`src/pmhs_pkg.sv`:
```
// Overview of operation
// - power state field, 00 D0, 11 D3
// - D1/D2 writes accepted, field left unchanged
// - D3 to D0 write resets whole device
// - pm revision reports version 1.1
// - wake and aux capability fields read zero
// - wake enable/status, data select/scale read zero
// - bridge extension bits read zero
// - hot-swap capability id reads 0x6
// - writing 1 arms device hiding
// - hiding armed at reset release, handle open
// - hiding disarmed on entering insertion state
// - mask bit set keeps enum line undriven
// - lamp bit drives external indicator
// - pending event and prog interface read zero
// - removal flag set, enum driven while set and unmasked
// - insertion flag after handle closed, reset released
package pmhs_pkg;

    // config dword byte addresses
    localparam logic [7:0] PM_CAP_OFS = 8'h80;
    localparam logic [7:0] PM_CSR_OFS = 8'h84;
    localparam logic [7:0] HS_CAP_OFS = 8'h90;

    // field positions
    localparam int PM_REV_LSB = 16;
    localparam int PSTATE_LSB = 0;
    localparam int HS_ID_LSB = 0;
    localparam int HS_NEXT_LSB = 8;
    localparam int HIDE_BIT = 16;
    localparam int MASK_BIT = 17;
    localparam int LAMP_BIT = 19;
    localparam int REMOVAL_BIT = 22;
    localparam int ADDED_BIT = 23;

    // byte lanes that carry writable fields
    localparam int PSTATE_LANE = 0;
    localparam int HS_CSR_LANE = 2;

    // constant field values
    localparam logic [2:0] PM_REV_VAL = 3'h2;
    localparam logic [7:0] HS_ID_VAL = 8'h06;
    localparam logic [7:0] HS_NEXT_VAL = 8'h00;

    // power state codes
    localparam logic [1:0] PS_D0 = 2'h0;
    localparam logic [1:0] PS_D1 = 2'h1;
    localparam logic [1:0] PS_D2 = 2'h2;
    localparam logic [1:0] PS_D3 = 2'h3;

    // reset values
    localparam logic [1:0] PSTATE_RST = 2'h0;
    localparam logic [31:0] RDATA_RST = 32'h0000_0000;

    typedef enum logic [3:0] {
        PMHS_ST_START = 4'h1,
        PMHS_ST_ADDED = 4'h2,
        PMHS_ST_RUN = 4'h4,
        PMHS_ST_REMOVAL = 4'h8
    } pmhs_swap_e;

endpackage : pmhs_pkg

```
`src/pmhs_cap_regs.sv`:
```
`timescale 1ns/10ps
module pmhs_cap_regs (
    input wire logic i_clk,              // primary bus clock
    input wire logic i_rst_b,            // primary reset, active low
    input wire logic i_cfg_rd,           // config read strobe
    input wire logic i_cfg_wr,           // config write strobe
    input wire logic [7:0] i_cfg_addr,   // dword byte address
    input wire logic [3:0] i_cfg_be_b,   // byte enables, active low
    input wire logic [31:0] i_cfg_wdata, // write data
    input wire logic i_handle_closed,    // ejector handle closed
    output logic [31:0] o_cfg_rdata,     // read data
    output logic o_cfg_rvalid,           // read data valid pulse
    output logic o_enum_o,               // enum line level, always low
    output logic o_enum_oe,              // enum line driven (asserted)
    output logic o_lamp,                 // indicator lamp on
    output logic o_chip_reset            // internal reset pulse
);

    typedef struct packed {
        logic [1:0] pstate;
        logic hide_arm;
        logic enum_irq_mask;
        logic indicator_lamp_on;
        logic removal_pending_flag;
        logic board_added_flag;
        logic [31:0] rdata;
        logic rvalid;
        logic enum_oe;
        logic enum_o;
        logic chip_reset;
    } pmhs_regs_s;

    pmhs_regs_s r_reg;
    pmhs_regs_s r_next;

    logic set_added;
    logic set_removal;
    logic hide_set;

    function automatic logic lane_wr(input logic [7:0] ofs,
                                     input int lane);
        lane_wr = i_cfg_wr && (i_cfg_addr == ofs) && !i_cfg_be_b[lane];
    endfunction : lane_wr

    function automatic logic [31:0] read_word(input pmhs_regs_s s,
                                              input logic [7:0] a);
        logic [31:0] w;
        w = 32'h0000_0000;
        case (a)
            pmhs_pkg::PM_CAP_OFS: begin
                // clock-need, aux, init, D1, D2, wake mask zero
                w[pmhs_pkg::PM_REV_LSB +: 3] = pmhs_pkg::PM_REV_VAL;
            end
            pmhs_pkg::PM_CSR_OFS: begin
                // wake, data, bridge extension bits zero
                w[pmhs_pkg::PSTATE_LSB +: 2] = s.pstate;
            end
            pmhs_pkg::HS_CAP_OFS: begin
                w[pmhs_pkg::HS_ID_LSB +: 8] = pmhs_pkg::HS_ID_VAL;
                w[pmhs_pkg::HS_NEXT_LSB +: 8] = pmhs_pkg::HS_NEXT_VAL;
                w[pmhs_pkg::HIDE_BIT] = s.hide_arm;
                w[pmhs_pkg::MASK_BIT] = s.enum_irq_mask;
                w[pmhs_pkg::LAMP_BIT] = s.indicator_lamp_on;
                w[pmhs_pkg::REMOVAL_BIT] = s.removal_pending_flag;
                w[pmhs_pkg::ADDED_BIT] = s.board_added_flag;
                // pending event and programming interface zero
            end
            default: begin
                w = 32'h0000_0000;
            end
        endcase
        read_word = w;
    endfunction : read_word

    pmhs_swap_fsm u_swap (
        .i_clk(i_clk),
        .i_rst_b(i_rst_b),
        .i_soft_rst(r_reg.chip_reset),
        .i_handle_closed(i_handle_closed),
        .i_added_flag(r_reg.board_added_flag),
        .o_set_added(set_added),
        .o_set_removal(set_removal),
        .o_hide_set(hide_set)
    );

    logic pm_wr;
    logic hs_wr;
    logic [1:0] ps_wdata;

    assign pm_wr = lane_wr(pmhs_pkg::PM_CSR_OFS, pmhs_pkg::PSTATE_LANE);
    assign hs_wr = lane_wr(pmhs_pkg::HS_CAP_OFS, pmhs_pkg::HS_CSR_LANE);
    assign ps_wdata = i_cfg_wdata[pmhs_pkg::PSTATE_LSB +: 2];

    always_comb begin
        r_next = r_reg;
        r_next.chip_reset = 1'b0;

        if (pm_wr) begin
            // unimplemented states complete but change nothing
            if (ps_wdata == pmhs_pkg::PS_D0 ||
                ps_wdata == pmhs_pkg::PS_D3) begin
                r_next.pstate = ps_wdata;
            end
        end

        if (hs_wr) begin
            if (i_cfg_wdata[pmhs_pkg::HIDE_BIT]) begin
                r_next.hide_arm = 1'b1;
            end
            r_next.enum_irq_mask = i_cfg_wdata[pmhs_pkg::MASK_BIT];
            r_next.indicator_lamp_on =
                i_cfg_wdata[pmhs_pkg::LAMP_BIT];
            if (i_cfg_wdata[pmhs_pkg::REMOVAL_BIT]) begin
                r_next.removal_pending_flag = 1'b0;
            end
            if (i_cfg_wdata[pmhs_pkg::ADDED_BIT]) begin
                r_next.board_added_flag = 1'b0;
            end
        end

        // hardware events come after the writes so a set beats a same-cycle clear
        if (hide_set) begin
            r_next.hide_arm = 1'b1;
        end
        if (set_added) begin
            r_next.board_added_flag = 1'b1;
            r_next.hide_arm = 1'b0;
        end
        if (set_removal) begin
            r_next.removal_pending_flag = 1'b1;
        end

        // whole block back to reset; chip_reset pulses for one cycle and also resets the swap machine
        if (pm_wr && r_reg.pstate == pmhs_pkg::PS_D3 &&
            ps_wdata == pmhs_pkg::PS_D0) begin
            r_next = '0;
            r_next.pstate = pmhs_pkg::PSTATE_RST;
            r_next.chip_reset = 1'b1;
        end

        // after the soft reset so a same-cycle read still gets its answer
        r_next.rvalid = i_cfg_rd;
        r_next.rdata = i_cfg_rd ? read_word(r_reg, i_cfg_addr) :
                       pmhs_pkg::RDATA_RST;

        r_next.enum_o = 1'b0;
        r_next.enum_oe = (r_next.board_added_flag ||
                          r_next.removal_pending_flag) &&
                         !r_next.enum_irq_mask;
    end

    always_ff @(posedge i_clk or negedge i_rst_b) begin
        if (!i_rst_b) begin
            r_reg <= '0;
        end else begin
            r_reg <= r_next;
        end
    end

    assign o_cfg_rdata = r_reg.rdata;
    assign o_cfg_rvalid = r_reg.rvalid;
    assign o_enum_o = r_reg.enum_o;
    assign o_enum_oe = r_reg.enum_oe;
    assign o_lamp = r_reg.indicator_lamp_on;
    assign o_chip_reset = r_reg.chip_reset;

    // checks on the register behaviour

    pstate_legal_a: assert property (
        @(posedge i_clk) disable iff (!i_rst_b)
        r_reg.pstate == pmhs_pkg::PS_D0 || r_reg.pstate == pmhs_pkg::PS_D3)
        else $error("power state holds an unimplemented code");

    d1d2_ignored_a: assert property (
        @(posedge i_clk) disable iff (!i_rst_b)
        pm_wr && (ps_wdata == pmhs_pkg::PS_D1 ||
                  ps_wdata == pmhs_pkg::PS_D2) && !r_reg.chip_reset
        |=> $stable(r_reg.pstate))
        else $error("D1 or D2 write changed the power state");

    d3_d0_reset_a: assert property (
        @(posedge i_clk) disable iff (!i_rst_b)
        pm_wr && r_reg.pstate == pmhs_pkg::PS_D3 &&
        ps_wdata == pmhs_pkg::PS_D0
        |=> o_chip_reset && !r_reg.hide_arm && !r_reg.enum_irq_mask
            ##1 !o_chip_reset)
        else $error("D3 to D0 write did not reset the block");

    pm_caps_a: assert property (
        @(posedge i_clk) disable iff (!i_rst_b)
        i_cfg_rd && i_cfg_addr == pmhs_pkg::PM_CAP_OFS
        |=> o_cfg_rvalid && o_cfg_rdata == 32'h0002_0000)
        else $error("capability word reads wrong");

    pm_csr_zero_a: assert property (
        @(posedge i_clk) disable iff (!i_rst_b)
        i_cfg_rd && i_cfg_addr == pmhs_pkg::PM_CSR_OFS
        |=> o_cfg_rdata[31:2] == 30'h0)
        else $error("power control word has nonzero fixed bits");

    hs_word_a: assert property (
        @(posedge i_clk) disable iff (!i_rst_b)
        i_cfg_rd && i_cfg_addr == pmhs_pkg::HS_CAP_OFS
        |=> o_cfg_rdata[15:0] == 16'h0006 && o_cfg_rdata[18] == 1'b0 &&
            o_cfg_rdata[21:20] == 2'h0 && o_cfg_rdata[31:24] == 8'h0)
        else $error("hot-swap word fixed fields read wrong");

    hide_write_a: assert property (
        @(posedge i_clk) disable iff (!i_rst_b)
        hs_wr && i_cfg_wdata[pmhs_pkg::HIDE_BIT] && !set_added && !pm_wr
        |=> r_reg.hide_arm)
        else $error("writing one did not arm hiding");

    hide_auto_a: assert property (
        @(posedge i_clk) disable iff (!i_rst_b)
        (hide_set && !set_added && !pm_wr |=> r_reg.hide_arm) and
        (set_added && !pm_wr |=> !r_reg.hide_arm))
        else $error("hiding arm did not follow the swap machine");

    enum_mask_a: assert property (
        @(posedge i_clk) disable iff (!i_rst_b)
        r_reg.enum_irq_mask |-> !o_enum_oe && !o_enum_o)
        else $error("enum driven while masked");

    enum_drive_a: assert property (
        @(posedge i_clk) disable iff (!i_rst_b)
        o_enum_oe == ((r_reg.board_added_flag ||
                       r_reg.removal_pending_flag) && !r_reg.enum_irq_mask))
        else $error("enum drive does not match the flags");

    lamp_write_a: assert property (
        @(posedge i_clk) disable iff (!i_rst_b)
        hs_wr && !pm_wr
        |=> o_lamp == $past(i_cfg_wdata[pmhs_pkg::LAMP_BIT]))
        else $error("lamp does not follow the written bit");

    flag_clear_a: assert property (
        @(posedge i_clk) disable iff (!i_rst_b)
        hs_wr && i_cfg_wdata[pmhs_pkg::ADDED_BIT] && !set_added
        |=> !r_reg.board_added_flag)
        else $error("write one did not clear insertion flag");

    flag_set_wins_a: assert property (
        @(posedge i_clk) disable iff (!i_rst_b)
        (set_added && !pm_wr |=> r_reg.board_added_flag) and
        (set_removal && !pm_wr |=> r_reg.removal_pending_flag))
        else $error("hardware flag set was lost");

    hide_keep_a: assert property (
        @(posedge i_clk) disable iff (!i_rst_b)
        hs_wr && !i_cfg_wdata[pmhs_pkg::HIDE_BIT] && r_reg.hide_arm &&
        !set_added
        |=> r_reg.hide_arm)
        else $error("writing zero disarmed hiding");

    mask_write_a: assert property (
        @(posedge i_clk) disable iff (!i_rst_b)
        hs_wr
        |=> r_reg.enum_irq_mask == $past(i_cfg_wdata[pmhs_pkg::MASK_BIT]))
        else $error("mask does not follow the written bit");

    state_d3_a: assert property (
        @(posedge i_clk) disable iff (!i_rst_b)
        pm_wr && ps_wdata == pmhs_pkg::PS_D3
        |=> r_reg.pstate == pmhs_pkg::PS_D3)
        else $error("D3 write was not taken");

    state_d0_a: assert property (
        @(posedge i_clk) disable iff (!i_rst_b)
        pm_wr && ps_wdata == pmhs_pkg::PS_D0
        |=> r_reg.pstate == pmhs_pkg::PS_D0)
        else $error("D0 write was not taken");

    pstate_read_a: assert property (
        @(posedge i_clk) disable iff (!i_rst_b)
        i_cfg_rd && i_cfg_addr == pmhs_pkg::PM_CSR_OFS
        |=> o_cfg_rvalid && o_cfg_rdata[1:0] == $past(r_reg.pstate))
        else $error("power state read back wrong");

    removal_clear_a: assert property (
        @(posedge i_clk) disable iff (!i_rst_b)
        hs_wr && i_cfg_wdata[pmhs_pkg::REMOVAL_BIT] && !set_removal
        |=> !r_reg.removal_pending_flag)
        else $error("write one did not clear removal flag");

    flag_hold_a: assert property (
        @(posedge i_clk) disable iff (!i_rst_b)
        (hs_wr && !i_cfg_wdata[pmhs_pkg::ADDED_BIT] &&
         r_reg.board_added_flag |=> r_reg.board_added_flag) and
        (hs_wr && !i_cfg_wdata[pmhs_pkg::REMOVAL_BIT] &&
         r_reg.removal_pending_flag |=> r_reg.removal_pending_flag))
        else $error("write zero cleared a flag");

    reset_pulse_a: assert property (
        @(posedge i_clk) disable iff (!i_rst_b)
        o_chip_reset |=> !o_chip_reset)
        else $error("internal reset lasted more than one cycle");

    lamp_hold_a: assert property (
        @(posedge i_clk) disable iff (!i_rst_b)
        !hs_wr && !pm_wr |=> $stable(o_lamp))
        else $error("lamp moved without a write");

    removal_enum_a: assert property (
        @(posedge i_clk) disable iff (!i_rst_b)
        r_reg.removal_pending_flag && !r_reg.enum_irq_mask |-> o_enum_oe)
        else $error("removal flag set but enum not driven");

endmodule : pmhs_cap_regs

```
`src/pmhs_swap_fsm.sv`:
```
`timescale 1ns/10ps
module pmhs_swap_fsm (
    input wire logic i_clk,            // primary bus clock
    input wire logic i_rst_b,          // primary reset, active low
    input wire logic i_soft_rst,       // internal reset pulse
    input wire logic i_handle_closed,  // ejector handle closed level
    input wire logic i_added_flag,     // insertion flag as stored
    output logic o_set_added,          // pulse: set insertion flag
    output logic o_set_removal,        // pulse: set removal flag
    output logic o_hide_set            // pulse: arm device hiding
);

    typedef struct packed {
        pmhs_pkg::pmhs_swap_e st;
        logic hide_done;
        logic set_added;
        logic set_removal;
        logic hide_set;
    } pmhs_fsm_s;

    pmhs_fsm_s r_reg;
    pmhs_fsm_s r_next;

    always_comb begin
        r_next = r_reg;
        r_next.set_added = 1'b0;
        r_next.set_removal = 1'b0;
        r_next.hide_set = 1'b0;
        case (r_reg.st)
            pmhs_pkg::PMHS_ST_START: begin
                if (i_handle_closed) begin
                    r_next.set_added = 1'b1;
                    r_next.st = pmhs_pkg::PMHS_ST_ADDED;
                end else if (!r_reg.hide_done) begin
                    r_next.hide_set = 1'b1;
                    r_next.hide_done = 1'b1;
                end
            end
            pmhs_pkg::PMHS_ST_ADDED: begin
                // the stored flag lags our pulse by one cycle
                if (!i_added_flag && !r_reg.set_added) begin
                    r_next.st = pmhs_pkg::PMHS_ST_RUN;
                end
            end
            pmhs_pkg::PMHS_ST_RUN: begin
                if (!i_handle_closed) begin
                    r_next.set_removal = 1'b1;
                    r_next.st = pmhs_pkg::PMHS_ST_REMOVAL;
                end
            end
            pmhs_pkg::PMHS_ST_REMOVAL: begin
                if (i_handle_closed) begin
                    r_next.set_added = 1'b1;
                    r_next.st = pmhs_pkg::PMHS_ST_ADDED;
                end
            end
            default: begin
                r_next.st = pmhs_pkg::PMHS_ST_START;
            end
        endcase
        if (i_soft_rst) begin
            r_next = '0;
            r_next.st = pmhs_pkg::PMHS_ST_START;
        end
    end

    always_ff @(posedge i_clk or negedge i_rst_b) begin
        if (!i_rst_b) begin
            r_reg <= '0;
            r_reg.st <= pmhs_pkg::PMHS_ST_START;
        end else begin
            r_reg <= r_next;
        end
    end

    assign o_set_added = r_reg.set_added;
    assign o_set_removal = r_reg.set_removal;
    assign o_hide_set = r_reg.hide_set;

endmodule : pmhs_swap_fsm

```
`config.mk`:
```
export PLATFORM = sky130hd
export DESIGN_NAME = pmhs_cap_regs
export DESIGN_NICKNAME = d
export VERILOG_FILES = /design/src/pmhs_pkg.sv /design/src/pmhs_cap_regs.sv /design/src/pmhs_swap_fsm.sv
export SDC_FILE = /design/constraint.sdc
export NUM_CORES = 1
export LEC_CHECK = 0
export BUFFER_PORTS_ARGS = -buffer_cell sky130_fd_sc_hd__buf_2
export CAP_MARGIN = 20
export CORE_ASPECT_RATIO = 0.7
export CORE_UTILIZATION = 44
export CTS_BUF_LIST = sky130_fd_sc_hd__clkbuf_4
export DETAILED_ROUTE_END_ITERATION = 8
export MAX_ROUTING_LAYER = met4
export PLACE_DENSITY = 0.81
export SETUP_SLACK_MARGIN = 0.3
export SLEW_MARGIN = 20
export SYNTH_ARGS = -nofsm -noshare
export SYNTH_HDL_FRONTEND = slang
export SYNTH_HIERARCHICAL = 1
export SYNTH_SLANG_ARGS = --single-unit
```
`constraint.sdc`:
```
create_clock -name i_clk -period 1.5 [get_ports i_clk]
set_input_delay 0.075 -clock i_clk [delete_from_list [all_inputs] [get_ports i_clk]]
set_output_delay 0.075 -clock i_clk [all_outputs]
set_load 0.03 [all_outputs]
```
# Yosys cells after proc, flatten, opt, wreduce, memory -nomap -nowiden
# Index checks and enable logic that the tools add are counted.
# word_totals
ff_bits	42
latchBits	0
mem_bits_rw	0
mem_bits_ro	0
input_bits	49
output_inout_bits	37
elab_cells	86
n_memories	0
# classes
addsub	0
mul	0
div	0
n_lt_le_gt_ge	0
n_eq_ne	13
n_shift	0
n_mux	31
n_bitwise	0
n_reduce_logical	27
# ops
op	count
2-to-1 mux 43 bit	1
equality test 8 bit (second input constant)	3
2-to-1 mux 24 bit	1
2-to-1 mux 1 bit	18
2-to-1 mux 4 bit	3
one-hot mux 4 bit (3 select lines)	1
logical AND 1 bit	8
2-to-1 mux 8 bit	1
one-hot mux 2 bit (2 select lines)	2
nonzero test 2 bit	4
nonzero test 4 bit	2
2-to-1 mux 2 bit	3
AND reduction 2 bit	3
zero test 1 bit	5
2-to-1 mux 5 bit	1
equality test 2 bit (second input constant)	2
equality test 4 x 1 -> 1 bit (second input constant)	1
equality test 4 x 2 -> 1 bit (second input constant)	1
equality test 4 x 3 -> 1 bit (second input constant)	1
equality test 4 bit (second input constant)	1
!= test 3 x 1 -> 1 bit (second input constant)	1
!= test 3 x 2 -> 1 bit (second input constant)	1
!= test 3 bit (second input constant)	1
AND reduction 3 bit	1
other kinds (4)	5

# Depth between registers and ports, before layout
# depth
word_depth	9
mapped_depth	5
depth_no_buf	5

# By module
# The synthesis kept the hierarchy.
# modules_own_cells
module	instances	cells_each	area_per_inst_um2	seq_area_each_um2
pmhs_cap_regs	1	100	1019.7	450.4
pmhs_swap_fsm	1	36	400.4	201.4

# Least setup slack after synthesis
# No wires, ideal clock.
# synth_timing
path_type	in2reg
start	input i_cfg_addr[1]
end	register r_reg[39] (netlist bit)
setup_time_ps	141
t_arrival_ps	1460
required_ps	1359
slack_ps	-100
stages	4
n_path_buf	0
cell_sequence	or4_4 > or3_4 > mux2_4 > nor2b_2
# synth_lines
item	line_no	rtl
start, declared	pmhs_cap_regs.sv:7	input wire logic [7:0] i_cfg_addr,
end signal, assigned	pmhs_cap_regs.sv:156	r_reg <= r_next;
end, declared	pmhs_cap_regs.sv:33	pmhs_regs_s r_reg;

==> metrics.txt <==
WP data arrival roughly 1.6 ns; Final Hold Viols 0; worst-path maximum fanout 3; pre-CTS setup slack -0.217 ns; Tmin final 1.34 ns; CP Capture Type flop; largest net degree at the start of global routing 27; Crit path buffers/inverters 1; H-tree depth 1; DR vias/cell about 4.7; min-delay src i_cfg_wdata[17]; TNS Setup 0 ns; Syn Inst Count about 140; Power Total between 1.5 and 2 mW; Root Driver clkbuf_4; via count a little over 1k; gpl congestion around 0.91; core area slightly below 3000 um^2; R2R setup slack about 0.26 ns; critical-path cell list buf_8 -> or4_4 -> or3_4 -> mux2_4 -> a311oi_2; max reg flops 8; first-pass GRT wire length 4370 um; Slew @ Worst Pin between 0.5 and 0.6 ns; Peak VDD IR about 0.46 mV; hold depth 3; PortBufs 33; Critical Path Start Type input port; Ant. Diodes 0; Final setup violation count 0; Routed WL per cell about 12 um; clk_skew approximately 0.0034 ns; placed cell areas roughly 1600 um^2; CP top delay family simple AND/OR/NAND/NOR gates; fin worst setup slack about 0.16 ns; Initial Util 48.6%; Clock Tree Buf Depth 2; Worst Hold Slack between 0.02 and 0.025 ns; Syn Area/Cell 10.4 um^2; r2r startpoint u_swap/r_reg[5]; Rows 16; crit-path max cell delay ~0.54 ns; top-level port count between 80 and 90; fin crit share ~89%; Worst Path Required around 1.8 ns; grt ovf 0; post-route cell area roughly 1800 um^2; hold endpoint o_enum_oe; CTS sink cnt 26; FMAX approximately 750 MHz; Slew headroom around 62%; MaxCap Viol Count 0; Slew Limit Fails 0; total CTS buffers 3; vias in the first global route ~1k; FF+latch count, synth 26; Reg2Reg Depth 3; Iteration-0 DRC Markers 54; Reg clk slew, reported paths ~0.14 ns; CP max-delay cell or4_4; Distinct cells, synth 37; Antenna Nets Post-Route 0; Mapped Area 1420 um^2; Stages on worst setup path 5; status completed; DRC errors left 0; critical path type input port to flop; Nets around 230; fraction of layout cells with a size suffix above 1 between 30% and 40%; total track usage between 15 and 20%; die area roughly 3500 um^2; synth-to-layout area growth 23.6%; Hold Path Class input port to flop; leakage power around 0.90 nW; P per Cell Area just under 1000 nW/um^2; first-pass detailed-route iteration total 4; Die Wd around 70 um; DPL Wire Length between 1500 and 2000 um; YS warnings 6; total wire length between 2000 and 3000 um; Worst-Skew Late Latency roughly 0.33 ns; Die Ht ~50 um; CTS tree built; unrepaired setup endpoints after global routing yes; post-synthesis sequential area ratio a little under half; reg2reg end u_swap/r_reg[4]; antenna violations before repair 0
synth_stat cells:
cell type	n	area (um^2)
nand4_1	1	6.26
mux2i_1	3	30.0
o311ai_1	1	8.76
nor4_1	1	6.26
conb_1	1	3.75
or2_2	1	6.26
nor4_2	2	25.0
nand2_1	2	7.51
dfstp_2	1	26.3
nor2b_2	1	8.76
or2_1	1	6.26
nor2_1	7	26.3
ha_1	1	12.5
or3_4	2	22.5
a211oi_1	1	7.51
or4_1	3	22.5
or3b_2	1	8.76
nor3_1	5	25.0
xnor2_1	2	17.5
nor4b_1	1	8.76
and2_1	4	25.0
inv_1	11	41.3
a21o_2	1	8.76
buf_4	34	255
a31oi_1	1	6.26
and3b_1	1	8.76
nand3_1	3	15.0
mux2_4	1	15.0
a21oi_1	4	20.0
a311oi_2	1	15.0
dfrtp_1	25	626
nor2b_1	3	18.8
nor4b_2	2	30.0
nand2b_1	2	12.5
or4_4	1	11.3
o21ai_0	2	10.0
nand3b_1	2	15.0
power by group:
group / internal, mW / switching, mW / total [mW]
combinational: 0.170 / 0.218 / 0.388
clock: 0.270 / 0.215 / 0.486
sequential: 0.750 / 0.0655 / 0.816
total: 1.19 / 0.499 / 1.69
area by class of cell:
type	instances	area, um^2
fill	231	1170
sequential	26	653
multi-input combinational	89	626
timing repair buffer	51	338
tap	36	45.0
inverter	11	41.3
clock inverter	1	30.0
clock buffer	3	22.5
per-stage QoR:
| step | utilization [%] | instances |
|---|---|---|
| global placement | 54.1 | 204 |
| CTS | 58.9 | 216 |
| floorplan | - | 160 |
| finish | 60.1 | 217 |
| global route | 60.1 | 217 |
| detailed placement | 54.1 | 204 |
tightest hold or removal path, stage by stage:
cell      delay [ns]
buf_2           0.08
mux2_4          0.14
a311oi_2        0.04
layout by cell type (no fill, tap or decap), types with 2 or more instances in the layout:
cell type,Yosys,layout
a21oi_1,4,3
and2_1,4,4
buf_2,0,31
buf_4,34,10
buf_6,0,2
clkbuf_4,0,3
conb_1,1,25
dfrtp_1,25,24
dlygate4sd3_1,0,7
inv_1,11,11
mux2i_1,3,3
nand2_1,2,2
nand2b_1,2,2
nand3_2,0,2
nand3b_1,2,2
nor2_1,7,6
nor2b_1,3,3
nor3_1,5,5
nor4_4,0,2
o21ai_0,2,2
or3_4,2,2
or4_4,1,3
xnor2_1,2,2
how the worst max path moves through the flow:
stage,end,slack [ns],startpoint
final,o_enum_oe,0.16,i_cfg_addr[6]
after global routing,o_enum_oe,0.13,i_cfg_addr[6]
after CTS,o_enum_oe,0.17,i_cfg_addr[6]
after detailed placement,o_enum_oe,-0.22,i_cfg_addr[6]
after global placement,o_enum_oe,-0.17,i_cfg_addr[6]
after floorplan,o_enum_oe,-0.02,i_cfg_addr[6]
metal layers:
layer,vias to the layer above,share of wire [%],GRT usage [%]
met2,48,49,30.0
li1,489,-,-
met4,0,1.8,6.00
met1,484,43,18.3
met3,4,5.8,2.86
met5,-,0,-
timing repair:
item,in CTS,in global routing
hold buffers,7,0
setup endpoints to repair,6,13
pin swaps,0,0
setup buffers,1,1
hold endpoints to repair,31,0
gates resized for setup,3,5
cells by family (layout without fill, tap and decap cells):
kind of cell	count (synthesis)	in the layout	share of synthesized area [%]
AOI/OAI and AO/OA	11	11	5.37
xor gates and xnor gates	2	2	1.23
adders and majority gates	1	1	0.881
buffers and inverters	45	66	20.9
DFF	26	26	45.9
muxes	4	4	3.17
other	1	25	0.264
and+or+nand+nor	46	46	22.3
Power figures use the tool's default switching activity.
